--- config.mk ---
export PLATFORM = sky130hd
export DESIGN_NAME = modem_control_status_pins
export DESIGN_NICKNAME = d
export VERILOG_FILES = /design/src/modem_pins_pkg.sv /design/src/modem_control_status_pins.sv
export SDC_FILE = /design/constraint.sdc
export NUM_CORES = 1
export LEC_CHECK = 0
export BUFFER_PORTS_ARGS = -buffer_cell sky130_fd_sc_hd__buf_2
export CORE_ASPECT_RATIO = 0.75
export CORE_MARGIN = 5
export CORE_UTILIZATION = 52
export CTS_BUF_LIST = sky130_fd_sc_hd__clkbuf_16
export DETAILED_ROUTE_END_ITERATION = 12
export MAX_ROUTING_LAYER = met4
export PLACE_DENSITY = 0.86
export SYNTH_ARGS = -nofsm -noshare
export SYNTH_HDL_FRONTEND = slang
export SYNTH_SLANG_ARGS = --single-unit
--- constraint.sdc ---
create_clock -name clk_sys -period 1.9 [get_ports clk_sys]
set_input_delay 0.095 -clock clk_sys [delete_from_list [all_inputs] [get_ports clk_sys]]
set_output_delay 0.095 -clock clk_sys [all_outputs]
set_load 0.02 [all_outputs]
--- src/modem_pins_pkg.sv ---
// package: register offsets, bit positions and reset values of the modem pin block
package modem_pins_pkg;
    localparam int          ADDR_W          = 3;
    localparam int          DATA_W          = 8;
    // register offsets
    localparam logic [2:0]  OFS_INT_MASK    = 3'h1;
    localparam logic [2:0]  OFS_MODEM_CTRL  = 3'h4;
    localparam logic [2:0]  OFS_MODEM_STAT  = 3'h6;
    // modem control bit positions
    localparam int          MC_DTR          = 0;
    localparam int          MC_RTS          = 1;
    localparam int          MC_OUT_ONE      = 2;
    localparam int          MC_OUT_TWO      = 3;
    localparam int          MC_LOOP         = 4;
    localparam int          MC_AUTO_RTS     = 5;
    localparam int          MC_W            = 6;
    // modem status bit positions
    localparam int          MS_CTS_CHG      = 0;
    localparam int          MS_DSR_CHG      = 1;
    localparam int          MS_RING_EDGE    = 2;
    localparam int          MS_DCD_CHG      = 3;
    localparam int          MS_CTS          = 4;
    localparam int          MS_DSR          = 5;
    localparam int          MS_RING         = 6;
    localparam int          MS_DCD          = 7;
    localparam int          FLAG_W          = 4;
    // reset values
    localparam logic [5:0]  MODEM_CTRL_RST  = 6'h00;
    localparam logic [3:0]  INT_MASK_RST    = 4'h0;
    localparam logic [3:0]  FLAGS_RST       = 4'h0;
    localparam logic [3:0]  PINS_PREV_RST   = 4'hf;
    localparam logic [7:0]  READ_DATA_RST   = 8'h00;
endpackage : modem_pins_pkg

--- src/modem_control_status_pins.sv ---
// modem control outputs, modem status inputs, change flags and host read access
`timescale 1ns/1ps
//
// What this block does
// - a set control bit 2 or 3 drives the matching user output low.
// - user outputs go high on master reset, in loop mode, or bit cleared.
// - selected and either read strobe active places addressed register on the bus.
// - status bit 6 reports the present ring indicator level.
// - status bit 2 sets only on a low-to-high ring pin transition.
// - enabled ring edge raises the interrupt toward the host.
// - control bit 1 set drives request-to-send active.
// - request-to-send goes high on master reset, in loop mode, or bit cleared.
// - auto throttling at receive threshold deasserts request-to-send over software.
// - status bits 4,5,7 hold cts, dsr, dcd; change flags in 0,1,3.
module modem_control_status_pins
    import modem_pins_pkg::*;
(
    input  wire logic              clk_sys,         // system clock, 25 MHz
    input  wire logic              reset_n,         // asynchronous reset, active low
    input  wire logic              master_reset_in, // synchronous master reset, active high
    input  wire logic              select_high_a,   // chip select, active high
    input  wire logic              select_high_b,   // chip select, active high
    input  wire logic              select_low_n,    // chip select, active low
    input  wire logic [ADDR_W-1:0] addr,            // register address
    input  wire logic [DATA_W-1:0] wdata,           // write data
    input  wire logic              write_strobe,    // one-cycle write strobe, active high
    input  wire logic              read_strobe,     // one-cycle read strobe, active high
    input  wire logic              read_strobe_n,   // one-cycle read strobe, active low
    output logic [DATA_W-1:0]      rdata,           // read data, cycle after the strobe
    input  wire logic              cts_n,           // clear to send, active low
    input  wire logic              dsr_n,           // data set ready, active low
    input  wire logic              ring_n,          // ring indicator, active low
    input  wire logic              dcd_n,           // carrier detect, active low
    input  wire logic              rx_threshold,    // receive buffer at threshold
    output logic                   dtr_n,           // data terminal ready, active low
    output logic                   rts_n,           // request to send, active low
    output logic                   user_output_one_n, // user output one, active low
    output logic                   user_output_two_n, // user output two, active low
    output logic                   irq              // interrupt, active high level
);

    // state
    logic [MC_W-1:0]   modem_control_reg, modem_control_next;
    logic [FLAG_W-1:0] int_mask_reg, int_mask_next;
    logic [FLAG_W-1:0] flags_reg, flags_next;
    logic [3:0]        pins_prev_reg, pins_prev_next;
    logic [DATA_W-1:0] rdata_reg, rdata_next;
    logic              dtr_n_reg, dtr_n_next;
    logic              rts_n_reg, rts_n_next;
    logic              out_one_n_reg, out_one_n_next;
    logic              out_two_n_reg, out_two_n_next;
    logic              irq_reg, irq_next;

    // decoded access
    logic              selected;
    logic              rd_take;
    logic              wr_take;
    logic              wr_ctrl;      // taken write to modem control
    logic              wr_mask;      // taken write to interrupt mask
    logic              rd_status;    // taken read of modem status
    logic              loop_mode;
    logic              drive_ok;     // next control value lets the pins go active
    logic              throttle;     // automatic throttling asks request-to-send off
    logic [3:0]        pins_now;     // cts, dsr, ring, dcd as seen by status (pin levels)
    logic [3:0]        level_bits;   // pin levels shown active high
    logic [FLAG_W-1:0] flag_set;
    logic [DATA_W-1:0] status_view;

    // the status byte packs four flags under four levels; refuse a package
    // edit that would break that packing or the register map
    if (FLAG_W != 4 || DATA_W != 8) begin : g_bad_flags
        $error("status byte must be eight bits, four of them flags");
    end
    if (MS_CTS != FLAG_W || MS_RING != MS_RING_EDGE + FLAG_W) begin : g_bad_layout
        $error("status levels must sit one nibble above their flags");
    end
    if (MC_W != 6 || MC_AUTO_RTS >= MC_W || MC_LOOP >= MC_W) begin : g_bad_ctrl
        $error("control bits do not fit the control register");
    end
    if (OFS_INT_MASK == OFS_MODEM_CTRL || OFS_INT_MASK == OFS_MODEM_STAT) begin : g_bad_map
        $error("register offsets overlap");
    end
    if (ADDR_W < 3) begin : g_bad_addr
        $error("address too narrow for the register map");
    end

    // bus qualification: all three selects must agree before any access counts
    always_comb begin
        selected = select_high_a & select_high_b & ~select_low_n;
        rd_take  = selected & (read_strobe | ~read_strobe_n);
        wr_take  = selected & write_strobe;
        wr_ctrl   = wr_take & (addr == OFS_MODEM_CTRL);
        wr_mask   = wr_take & (addr == OFS_INT_MASK);
        rd_status = rd_take & (addr == OFS_MODEM_STAT);
        loop_mode = modem_control_reg[MC_LOOP];
    end

    // status sources; in loop mode the control bits stand in for the modem pins
    always_comb begin
        if (loop_mode) begin
            pins_now[0] = ~modem_control_reg[MC_RTS];
            pins_now[1] = ~modem_control_reg[MC_DTR];
            pins_now[2] = ~modem_control_reg[MC_OUT_ONE];
            pins_now[3] = ~modem_control_reg[MC_OUT_TWO];
        end else begin
            pins_now[0] = cts_n;
            pins_now[1] = dsr_n;
            pins_now[2] = ring_n;
            pins_now[3] = dcd_n;
        end
    end

    // one change detector and one level bit per modem input; pins_now keeps
    // the flag order, so bit k of each lines up with no remapping
    for (genvar k = 0; k < FLAG_W; k++) begin : g_pin
        if (k == MS_RING_EDGE) begin : g_rise
            // ring counts its end only, so one ring burst is one event
            assign flag_set[k] = pins_now[k] & ~pins_prev_reg[k];
        end else begin : g_any
            // the other lines report a change either way
            assign flag_set[k] = pins_now[k] ^ pins_prev_reg[k];
        end
        assign level_bits[k] = ~pins_now[k];
    end

    // status byte: levels in the high nibble, sticky flags in the low nibble
    always_comb begin
        status_view = {level_bits, flags_reg};
    end

    // pin history: each change is judged against the level one cycle back
    always_comb begin
        pins_prev_next = pins_now;
    end

    // history ignores master reset and keeps tracking, so a pin that moves during it
    // does not count as a change once the reset is gone
    always_ff @(posedge clk_sys or negedge reset_n) begin
        if (!reset_n) begin
            pins_prev_reg <= PINS_PREV_RST;
        end else begin
            pins_prev_reg <= pins_prev_next;
        end
    end

    // modem control: host writes land at once, master reset clears; bits
    // 7:6 of a write are dropped as no control function sits there
    always_comb begin
        modem_control_next = modem_control_reg;
        if (wr_ctrl) begin
            modem_control_next = wdata[MC_W-1:0];
        end
        if (master_reset_in) begin
            modem_control_next = MODEM_CTRL_RST;
        end
    end

    // modem control register
    always_ff @(posedge clk_sys or negedge reset_n) begin
        if (!reset_n) begin
            modem_control_reg <= MODEM_CTRL_RST;
        end else begin
            modem_control_reg <= modem_control_next;
        end
    end

    // interrupt mask: same layout as the flags, so one and picks the
    // events that may interrupt
    always_comb begin
        int_mask_next = int_mask_reg;
        if (wr_mask) begin
            int_mask_next = wdata[FLAG_W-1:0];
        end
        if (master_reset_in) begin
            int_mask_next = INT_MASK_RST;
        end
    end

    // interrupt mask register
    always_ff @(posedge clk_sys or negedge reset_n) begin
        if (!reset_n) begin
            int_mask_reg <= INT_MASK_RST;
        end else begin
            int_mask_reg <= int_mask_next;
        end
    end

    // change flags: sticky until the host reads the status register
    always_comb begin
        flags_next = flags_reg;
        // the read data take flags_reg, so clearing here loses nothing
        if (rd_status) begin
            flags_next = '0;
        end
        // a change in the same cycle as the clearing read still lands
        flags_next = flags_next | flag_set;
        if (master_reset_in) begin
            flags_next = FLAGS_RST;
        end
    end

    // change flag register; a flag set in the read cycle survives into
    // the next read, so no event is ever lost between two reads
    always_ff @(posedge clk_sys or negedge reset_n) begin
        if (!reset_n) begin
            flags_reg <= FLAGS_RST;
        end else begin
            flags_reg <= flags_next;
        end
    end

    // read data: one cycle after a taken read, zero at every other time so
    // a bus that merges several slaves sees nothing from this one
    always_comb begin
        rdata_next = READ_DATA_RST;
        if (rd_take) begin
            case (addr)
                OFS_MODEM_CTRL: rdata_next = {2'h0, modem_control_reg};
                OFS_INT_MASK:   rdata_next = {4'h0, int_mask_reg};
                OFS_MODEM_STAT: rdata_next = status_view;
                default:        rdata_next = READ_DATA_RST;  // unmapped reads as zero
            endcase
        end
    end

    // read data register; it stands for one cycle only, so the host must
    // take it in the cycle after its strobe
    always_ff @(posedge clk_sys or negedge reset_n) begin
        if (!reset_n) begin
            rdata_reg <= READ_DATA_RST;
        end else begin
            rdata_reg <= rdata_next;
        end
    end

    // drive terms come from the next control value, so a write shows at the
    // pins on the same edge that stores it
    always_comb begin
        drive_ok = ~modem_control_next[MC_LOOP];
        throttle = modem_control_next[MC_AUTO_RTS] & rx_threshold;
    end

    // user outputs: active only while their bit is set and loop mode is off
    always_comb begin
        out_one_n_next = ~(modem_control_next[MC_OUT_ONE] & drive_ok);
        out_two_n_next = ~(modem_control_next[MC_OUT_TWO] & drive_ok);
    end

    // user output flip-flops; reset leaves both at the inactive high level
    // that outside logic reads as off
    always_ff @(posedge clk_sys or negedge reset_n) begin
        if (!reset_n) begin
            out_one_n_reg <= 1'b1;
            out_two_n_reg <= 1'b1;
        end else begin
            out_one_n_reg <= out_one_n_next;
            out_two_n_reg <= out_two_n_next;
        end
    end

    // handshake outputs; throttling wins over software so the far end stops
    // sending before the receive buffer overflows
    always_comb begin
        dtr_n_next = ~(modem_control_next[MC_DTR] & drive_ok);
        rts_n_next = ~(modem_control_next[MC_RTS] & drive_ok & ~throttle);
    end

    // handshake flip-flops; reset leaves both inactive
    always_ff @(posedge clk_sys or negedge reset_n) begin
        if (!reset_n) begin
            dtr_n_reg <= 1'b1;
            rts_n_reg <= 1'b1;
        end else begin
            dtr_n_reg <= dtr_n_next;
            rts_n_reg <= rts_n_next;
        end
    end

    // interrupt level: any change flag whose mask bit is set; it drops on
    // the clearing read unless a new event lands in that same cycle
    always_comb begin
        irq_next = |(flags_next & int_mask_next);
    end

    // interrupt flip-flop
    always_ff @(posedge clk_sys or negedge reset_n) begin
        if (!reset_n) begin
            irq_reg <= 1'b0;
        end else begin
            irq_reg <= irq_next;
        end
    end

    // outputs straight from flip-flops
    assign rdata             = rdata_reg;
    assign dtr_n             = dtr_n_reg;
    assign rts_n             = rts_n_reg;
    assign user_output_one_n = out_one_n_reg;
    assign user_output_two_n = out_two_n_reg;
    assign irq               = irq_reg;

endmodule : modem_control_status_pins

==> results.txt, run 1 <==
GPL Wtd Cong = 0.832
clk buf depth = 2
initial DRC count = 97
I/O pin cnt = 38
commonest non-fill, non-tap cells in the layout = 35 x buf_2, 23 x dfrtp_1, 20 x nor2_1, 12 x a21oi_1, 11 x nand2b_1
critical-path cell list = nand2b_1, and3_1, o32ai_1, o2111ai_1
root buffer cell = clkbuf_16
CP peak stage delay = 0.48 ns
clk slew on worst S/H paths = 0.05 ns
Max Fclk = 0.668 GHz
Clk Latency, worst-skew pair = 0.28 ns
Setup Buffers After CTS = 0
DRT antenna net count = 0
number of flip-flops in the largest register = 8
nets = 208
WP data arrival = 1.63 ns
CP endpoint kind = flop
Worst Path Class, Setup = reg -> reg
reg2reg path depth = 4
RSZ-0062 raised after global routing = false
slowest stage cell, crit path = dfrtp_1
first-pass GRT wire length = 5.90 mm
aggregate global-route resource usage = 0.194
n_diodes = 0
Buffers on Ports = 35
register area share after synthesis = 0.525
Critical Path Start Type = flop
CTS-repair resized insts = 0
P per Cell Area = 839 nW/µm²
DRC viols = 0
final hold viol count = 0
fillcell total = 221
final WL = 3.56 mm
Top Family by Delay on Critical Path = flip-flops
chip width = 71.9 µm
Slew HR = 0.558
Core ar. = 2680 µm²
Post-CTS Hold Buffers = 1
initial core utilization = 0.558
VDD IR max = 0.631 mV
Final Max Slew Viols = 0
Die Area = 4060 µm²
htree depth = 2
Final Cycle Share = 0.788
Setup Viol. Count Final = 0
Post-Syn Nets = 172
WHS Path Cells = 2
Ys Warns = 0
Yosys cell types = 33
CTS Buf Count = 5
Die Y = 56.5 µm
Setup TNS = 0 ns
leading cell type in the layout, fill and taps excluded = buf_2
outcome = completed
P_leak = 0.931 nW
Clock Skew = 0.00578 ns
total congestion overflow = 0
leading area contributor after synthesis = dfrtp_1
clock sinks = 31
Hold Slack = 0.0456 ns
largest net degree at the start of global routing = 32
share of post-route cells with drive strength above 1 = 0.304
vias per cell = 5.68
CP Max Fanout = 11
Crit path depth = 4
DR pass1 iterations = 4
Site Rows = 16
min Tclk post-route = 1.50 ns
synthesized area = 1500 µm²
TritonCTS clock tree = yes
vias in the first global route = 1322
CP Buf/Inv Count = 0
Max-Cap Viols = 0
Worst Max-Slew Pin Slew = 0.663 ns
detailed-route via count = 1249
synthesized flop and latch total = 31
area grow syn2layout = 22.2%
Worst Path Required = 2.03 ns
post-synthesis cell count = 147
final HPWL from detailed placement = 2.55 mm
Mean Syn Cell Area = 10.2 µm²
DR WL/cell = 16.2 µm
initial antenna violation count = 0
Synth top area share = 0.385
HP Class = in -> reg
top post-synthesis cells by area = dfrtp_1 38%, dfstp_2 14%, mux2i_1 6.0%, nor2_1 5.0%, nand2b_1 4.6%
[logic make-up after synthesis]
| family | count (synthesis) | synth area share |
|---|---|---|
| AOI/OAI and AO/OA | 25 | 0.105 |
| buffers and inverters | 15 | 0.0477 |
| DFF | 31 | 0.525 |
| muxes | 10 | 0.0702 |
| and+or+nand+nor | 66 | 0.253 |
[synthesized netlist by cell type]
cell type	count
nand4b_1	1
a21oi_1	12
o2111ai_1	1
or3_4	1
a31oi_1	6
o32ai_1	2
and3_1	2
and3b_1	1
o22ai_1	1
nor3b_1	2
or4_1	1
mux2i_1	9
o31ai_1	1
buf_1	1
nor3_1	4
nor2b_1	5
and3b_2	1
and4b_1	4
dfstp_2	8
a2111o_1	1
nor2_1	20
mux2_4	1
a211oi_1	1
and2_1	1
nand2b_1	11
or3_1	3
clkbuf_1	6
or2_2	3
dfrtp_1	23
nand3_1	2
inv_1	6
nand2_1	4
buf_6	2
[power by group]
group          switching [W]  total (W)  internal (W)
logic              0.0000738   0.000121     0.0000473
registers         0.00000650   0.000685      0.000679
clock network       0.000259   0.000728      0.000469
[worst reg2reg max path, stage by stage, from the launching register on]
cell       delay, ns
dfrtp_1         0.48
nand2b_1        0.24
and3_1          0.21
o32ai_1         0.26
o2111ai_1       0.17
[area by class of cell]
| cell class | instances | area [µm²] | area share |
|---|---|---|---|
| Multi-Input combinational cell | 101 | 639 | 0.350 |
| Sequential cell | 31 | 786 | 0.430 |
| Tap cell | 36 | 45.0 | 0.0246 |
| Inverter | 6 | 22.5 | 0.0123 |
| Clock buffer | 5 | 125 | 0.0684 |
| Timing Repair Buffer | 38 | 200 | 0.109 |
| Clock inverter | 3 | 11.3 | 0.00616 |
[worst paths after layout]
check,startpoint,to,slack [ns]
min in group asynchronous,reset_n,rdata[5],0.39
max reg2reg,modem_control_reg[4],irq,0.40
max in group asynchronous,reset_n,modem_control_reg[5],1.08
min,rx_threshold,rts_n,0.05
max,modem_control_reg[4],irq,0.40
min reg2reg,modem_control_reg[2],pins_prev_reg[2],0.50
[layer usage]
layer / track usage / share of wire / vias to the layer above
met5: - / 0 / -
met4: 0.0670 / 0.019 / 0
met3: 0.0749 / 0.084 / 9
met2: 0.291 / 0.47 / 64
met1: 0.241 / 0.42 / 594
li1: - / - / 582
[metrics by stage]
step	total power [W]	std cells	setup slack (ns)	utilization	instance area, µm²
5_1_grt	0.00160	220	0.333	0.682	1830
3_3_place_gp	0.000807	211	0.306	0.627	1680
3_5_place_dp	0.000813	211	0.263	0.627	1680
2_1_floorplan	0.000759	147	0.289	-	1500
4_1_cts	0.00154	220	0.428	0.682	1830
6_report	0.00153	220	0.403	0.682	1830
Note: power is estimated with default switching activity, not from simulation.
==> run 2, diff against run 1 <==
--- a/config.mk
+++ b/config.mk
@@ -5,6 +5,7 @@
 export SDC_FILE = /design/constraint.sdc
 export NUM_CORES = 1
 export LEC_CHECK = 0
+export ABC_AREA = 1
 export BUFFER_PORTS_ARGS = -buffer_cell sky130_fd_sc_hd__buf_2
 export CORE_ASPECT_RATIO = 0.75
 export CORE_MARGIN = 5
==> constraint.sdc (replaced) <==
create_clock -name clk_sys -period 1.4 [get_ports clk_sys]
set_input_delay 0.07 -clock clk_sys [delete_from_list [all_inputs] [get_ports clk_sys]]
set_output_delay 0.07 -clock clk_sys [all_outputs]
set_load 0.02 [all_outputs]
==> run 2 against run 1 <==
Against the previous run: clock power up 35%; via count fell by 0.24%; sequential power up 37%; critical path type unchanged; highest routed layer unchanged.
==> results.txt, run 2 <==
Top Usage Layer GRT = met2 (unchanged)
area grow syn2layout = 25.4% (was 22.2%)
Post-Syn Nets = 195 (was 172)
first-pass GRT wire length = 5.29 mm (was 5.90 mm)
P_leak = 1.05 nW (was 0.931 nW)
Site Rows = 16 (unchanged)
CP endpoint kind = flop (unchanged)
Final Non-Filler Cells = 250 (was 220)
Setup Viol. Count Final = 0 (unchanged)
final HPWL from detailed placement = 2.49 mm (was 2.55 mm)
Yosys cell types = 32 (was 33)
WP data arrival = 1.48 ns (was 1.63 ns)
n_diodes = 0 (unchanged)
Max Fclk = 0.761 GHz (was 0.668 GHz)
aggregate global-route resource usage = 0.179 (was 0.194)
Critical Path Start Type = flop (unchanged)
Synth top area share = 0.384 (was 0.385)
fillcell total = 234 (was 221)
Die Area = 4070 µm² (was 4060 µm²)
vias per cell = 4.98 (was 5.68)
Worst Max-Slew Pin Slew = 0.658 ns (was 0.663 ns)
count leader, synth = nand2_1 (was dfrtp_1)
Setup TNS = 0 ns (unchanged)
vias in the first global route = 1183 (was 1322)
detailed-route via count = 1246 (was 1249)
DRC viols = 0 (unchanged)
Post-synth ARST share = 1.00 (unchanged)
Die Y = 56.5 µm (about the same)
Slew HR = 0.562 (was 0.558)
top post-synthesis cells by area = dfrtp_1 38%, dfstp_2 14%, nand2_1 9.5%, inv_1 8.0%, nor2_1 5.3% (was dfrtp_1 38%, dfstp_2 14%, mux2i_1 6.0%, nor2_1 5.0%, nand2b_1 4.6%)
I/O pin cnt = 38 (unchanged)
Worst Path Class, Setup = reg -> reg (unchanged)
Clock Skew = 0.00314 ns (was 0.00578 ns)
Final Max Slew Viols = 0 (unchanged)
initial antenna violation count = 0 (unchanged)
clk slew on worst S/H paths = 0.05 ns (about the same)
Placed Instance Area = 1710 µm² (was 1680 µm²)
HP Class = in -> reg (unchanged)
outcome = completed (unchanged)
commonest non-fill, non-tap cells in the layout = 37 x nand2_1, 36 x buf_2, 33 x inv_1, 22 x dfrtp_1, 21 x nor2_1 (was 35 x buf_2, 23 x dfrtp_1, 20 x nor2_1, 12 x a21oi_1, 11 x nand2b_1)
met1 usage = 0.228 (was 0.241)
CTS Buf Count = 5 (unchanged)
Final Cycle Share = 0.938 (was 0.788)
grt met3 use = 0.0749 (unchanged)
initial DRC count = 42 (was 97)
Commonest cells post-synth = 38 x nand2_1, 32 x inv_1, 23 x dfrtp_1, 21 x nor2_1 (was 23 x dfrtp_1, 20 x nor2_1, 12 x a21oi_1, 11 x nand2b_1, 9 x mux2i_1)
final WL = 3.24 mm (was 3.56 mm)
placed cells = 239 (was 211)
htree depth = 2 (unchanged)
chip width = 72.0 µm (was 71.9 µm)
Most used DFF post-synth = dfrtp_1 (unchanged)
min Tclk post-route = 1.31 ns (was 1.50 ns)
P per Cell Area = 1110 nW/µm² (was 839 nW/µm²)
post-synthesis cell count = 170 (was 147)
synthesized flop and latch total = 31 (unchanged)
Hold Slack = 0.0443 ns (was 0.0456 ns)
Buffers on Ports = 35 (unchanged)
nets = 238 (was 208)
root buffer cell = clkbuf_16 (unchanged)
DRT antenna net count = 0 (unchanged)
share of post-route cells with drive strength above 1 = 0.332 (was 0.304)
GPL Wtd Cong = 0.824 (was 0.832)
Max-Cap Viols = 0 (unchanged)
number of synthesized flops with an enable pin = 0 (unchanged)
Core ar. = 2680 µm² (unchanged)
Final Cell Area = 1880 µm² (was 1830 µm²)
total congestion overflow = 0 (unchanged)
largest net degree at the start of global routing = 32 (unchanged)
VDD IR max = 0.802 mV (was 0.631 mV)
DR WL/cell = 13.0 µm (was 16.2 µm)
leading area contributor after synthesis = dfrtp_1 (unchanged)
number of flip-flops in the largest register = 8 (unchanged)
Worst Path Required = 1.56 ns (was 2.03 ns)
Clk Latency, worst-skew pair = 0.27 ns (was 0.28 ns)
synthesized area = 1500 µm² (about the same)
global-route track usage on met2 = 0.264 (was 0.291)
final hold viol count = 0 (unchanged)
clk buf depth = 2 (unchanged)
CP Max Fanout = 6 (was 11)
pre-CTS WS = 0.0323 ns (was 0.263 ns)
initial core utilization = 0.559 (was 0.558)
leading cell type in the layout, fill and taps excluded = nand2_1 (was buf_2)
final worst slack = 0.0861 ns (was 0.403 ns)
Mean Syn Cell Area = 8.82 µm² (was 10.2 µm²)
Ys Warns = 0 (unchanged)
register area share after synthesis = 0.524 (was 0.525)
DR pass1 iterations = 4 (unchanged)
TritonCTS clock tree = yes (unchanged)
clock sinks = 31 (unchanged)
==> run 2: critical path: stages (launching register included) <==
cell,delay [ns]
dfrtp_2,0.43
buf_4,0.14
nand2_1,0.09
o21ai_2,0.07
nand2_1,0.06
nand2_1,0.06
a21oi_2,0.16
nor2_1,0.07
nor2_1,0.08
nand2_1,0.05
==> run 2: routing by layer <==
layer / part of all wire / vias up / wire length (µm)
li1: - / 612 / -
met1: 0.45 / 588 / 1470
met2: 0.46 / 42 / 1500
met3: 0.077 / 4 / 251
met4: 0.0059 / 0 / 19
met5: 0 / - / 0
==> run 2: cells by family (layout without fill, tap and decap cells) <==
| family | count (synthesis) | count (layout) | share of synthesized area |
|---|---|---|---|
| buffers and inverters | 37 | 81 | 0.0968 |
| flip-flops | 31 | 31 | 0.524 |
| AO/OA/AOI/OAI | 19 | 19 | 0.0868 |
| AND/OR/NAND/NOR | 83 | 83 | 0.292 |
==> run 2: worst paths after layout <==
kind / depth (start not counted) / slack, ns / end / start
max: 9 / 0.09 / irq / modem_control_reg[4]
min in group asynchronous: 2 / 0.37 / rdata[0] / reset_n
min reg2reg: 2 / 0.57 / flags_reg[2] / flags_reg[2]
min: 3 / 0.04 / pins_prev_reg[0] / cts_n
max in group asynchronous: 2 / 0.56 / modem_control_reg[4] / reset_n
max reg2reg: 9 / 0.09 / irq / modem_control_reg[4]
==> run 2: metrics by stage <==
step | power (W) | util
after floorplan | 0.00103 | -
after global placement | 0.00111 | 0.637
after detailed placement | 0.00111 | 0.637
after CTS | 0.00211 | 0.692
after global routing | 0.00218 | 0.701
final | 0.00209 | 0.701
==> run 2: layout make-up <==
type / count / area (µm²) / area share
Multi-Input combinational cell: 102 / 578 / 0.308
Timing Repair Buffer: 38 / 198 / 0.105
Inverter: 35 / 135 / 0.0719
Clock inverter: 3 / 11.3 / 0.00599
Sequential cell: 31 / 787 / 0.419
Clock buffer: 5 / 125 / 0.0666
Tap cell: 36 / 45.0 / 0.0240
==> run 2: what timing repair did <==
action | CTS | global route
endpoints found under the hold margin | 23 | 0
gates resized for setup | 0 | 7
endpoints found under the setup margin | 0 | 1
hold buffers | 1 | 0
buffers inserted | 0 | 2
==> run 2: where the power goes <==
part	switching (W)	leakage (nW)	internal, W	total [W]
Clock	0.000346	0.0701	0.000636	0.000983
Combinational	0.000106	0.578	0.0000610	0.000167
Sequential	0.0000121	0.399	0.000924	0.000936
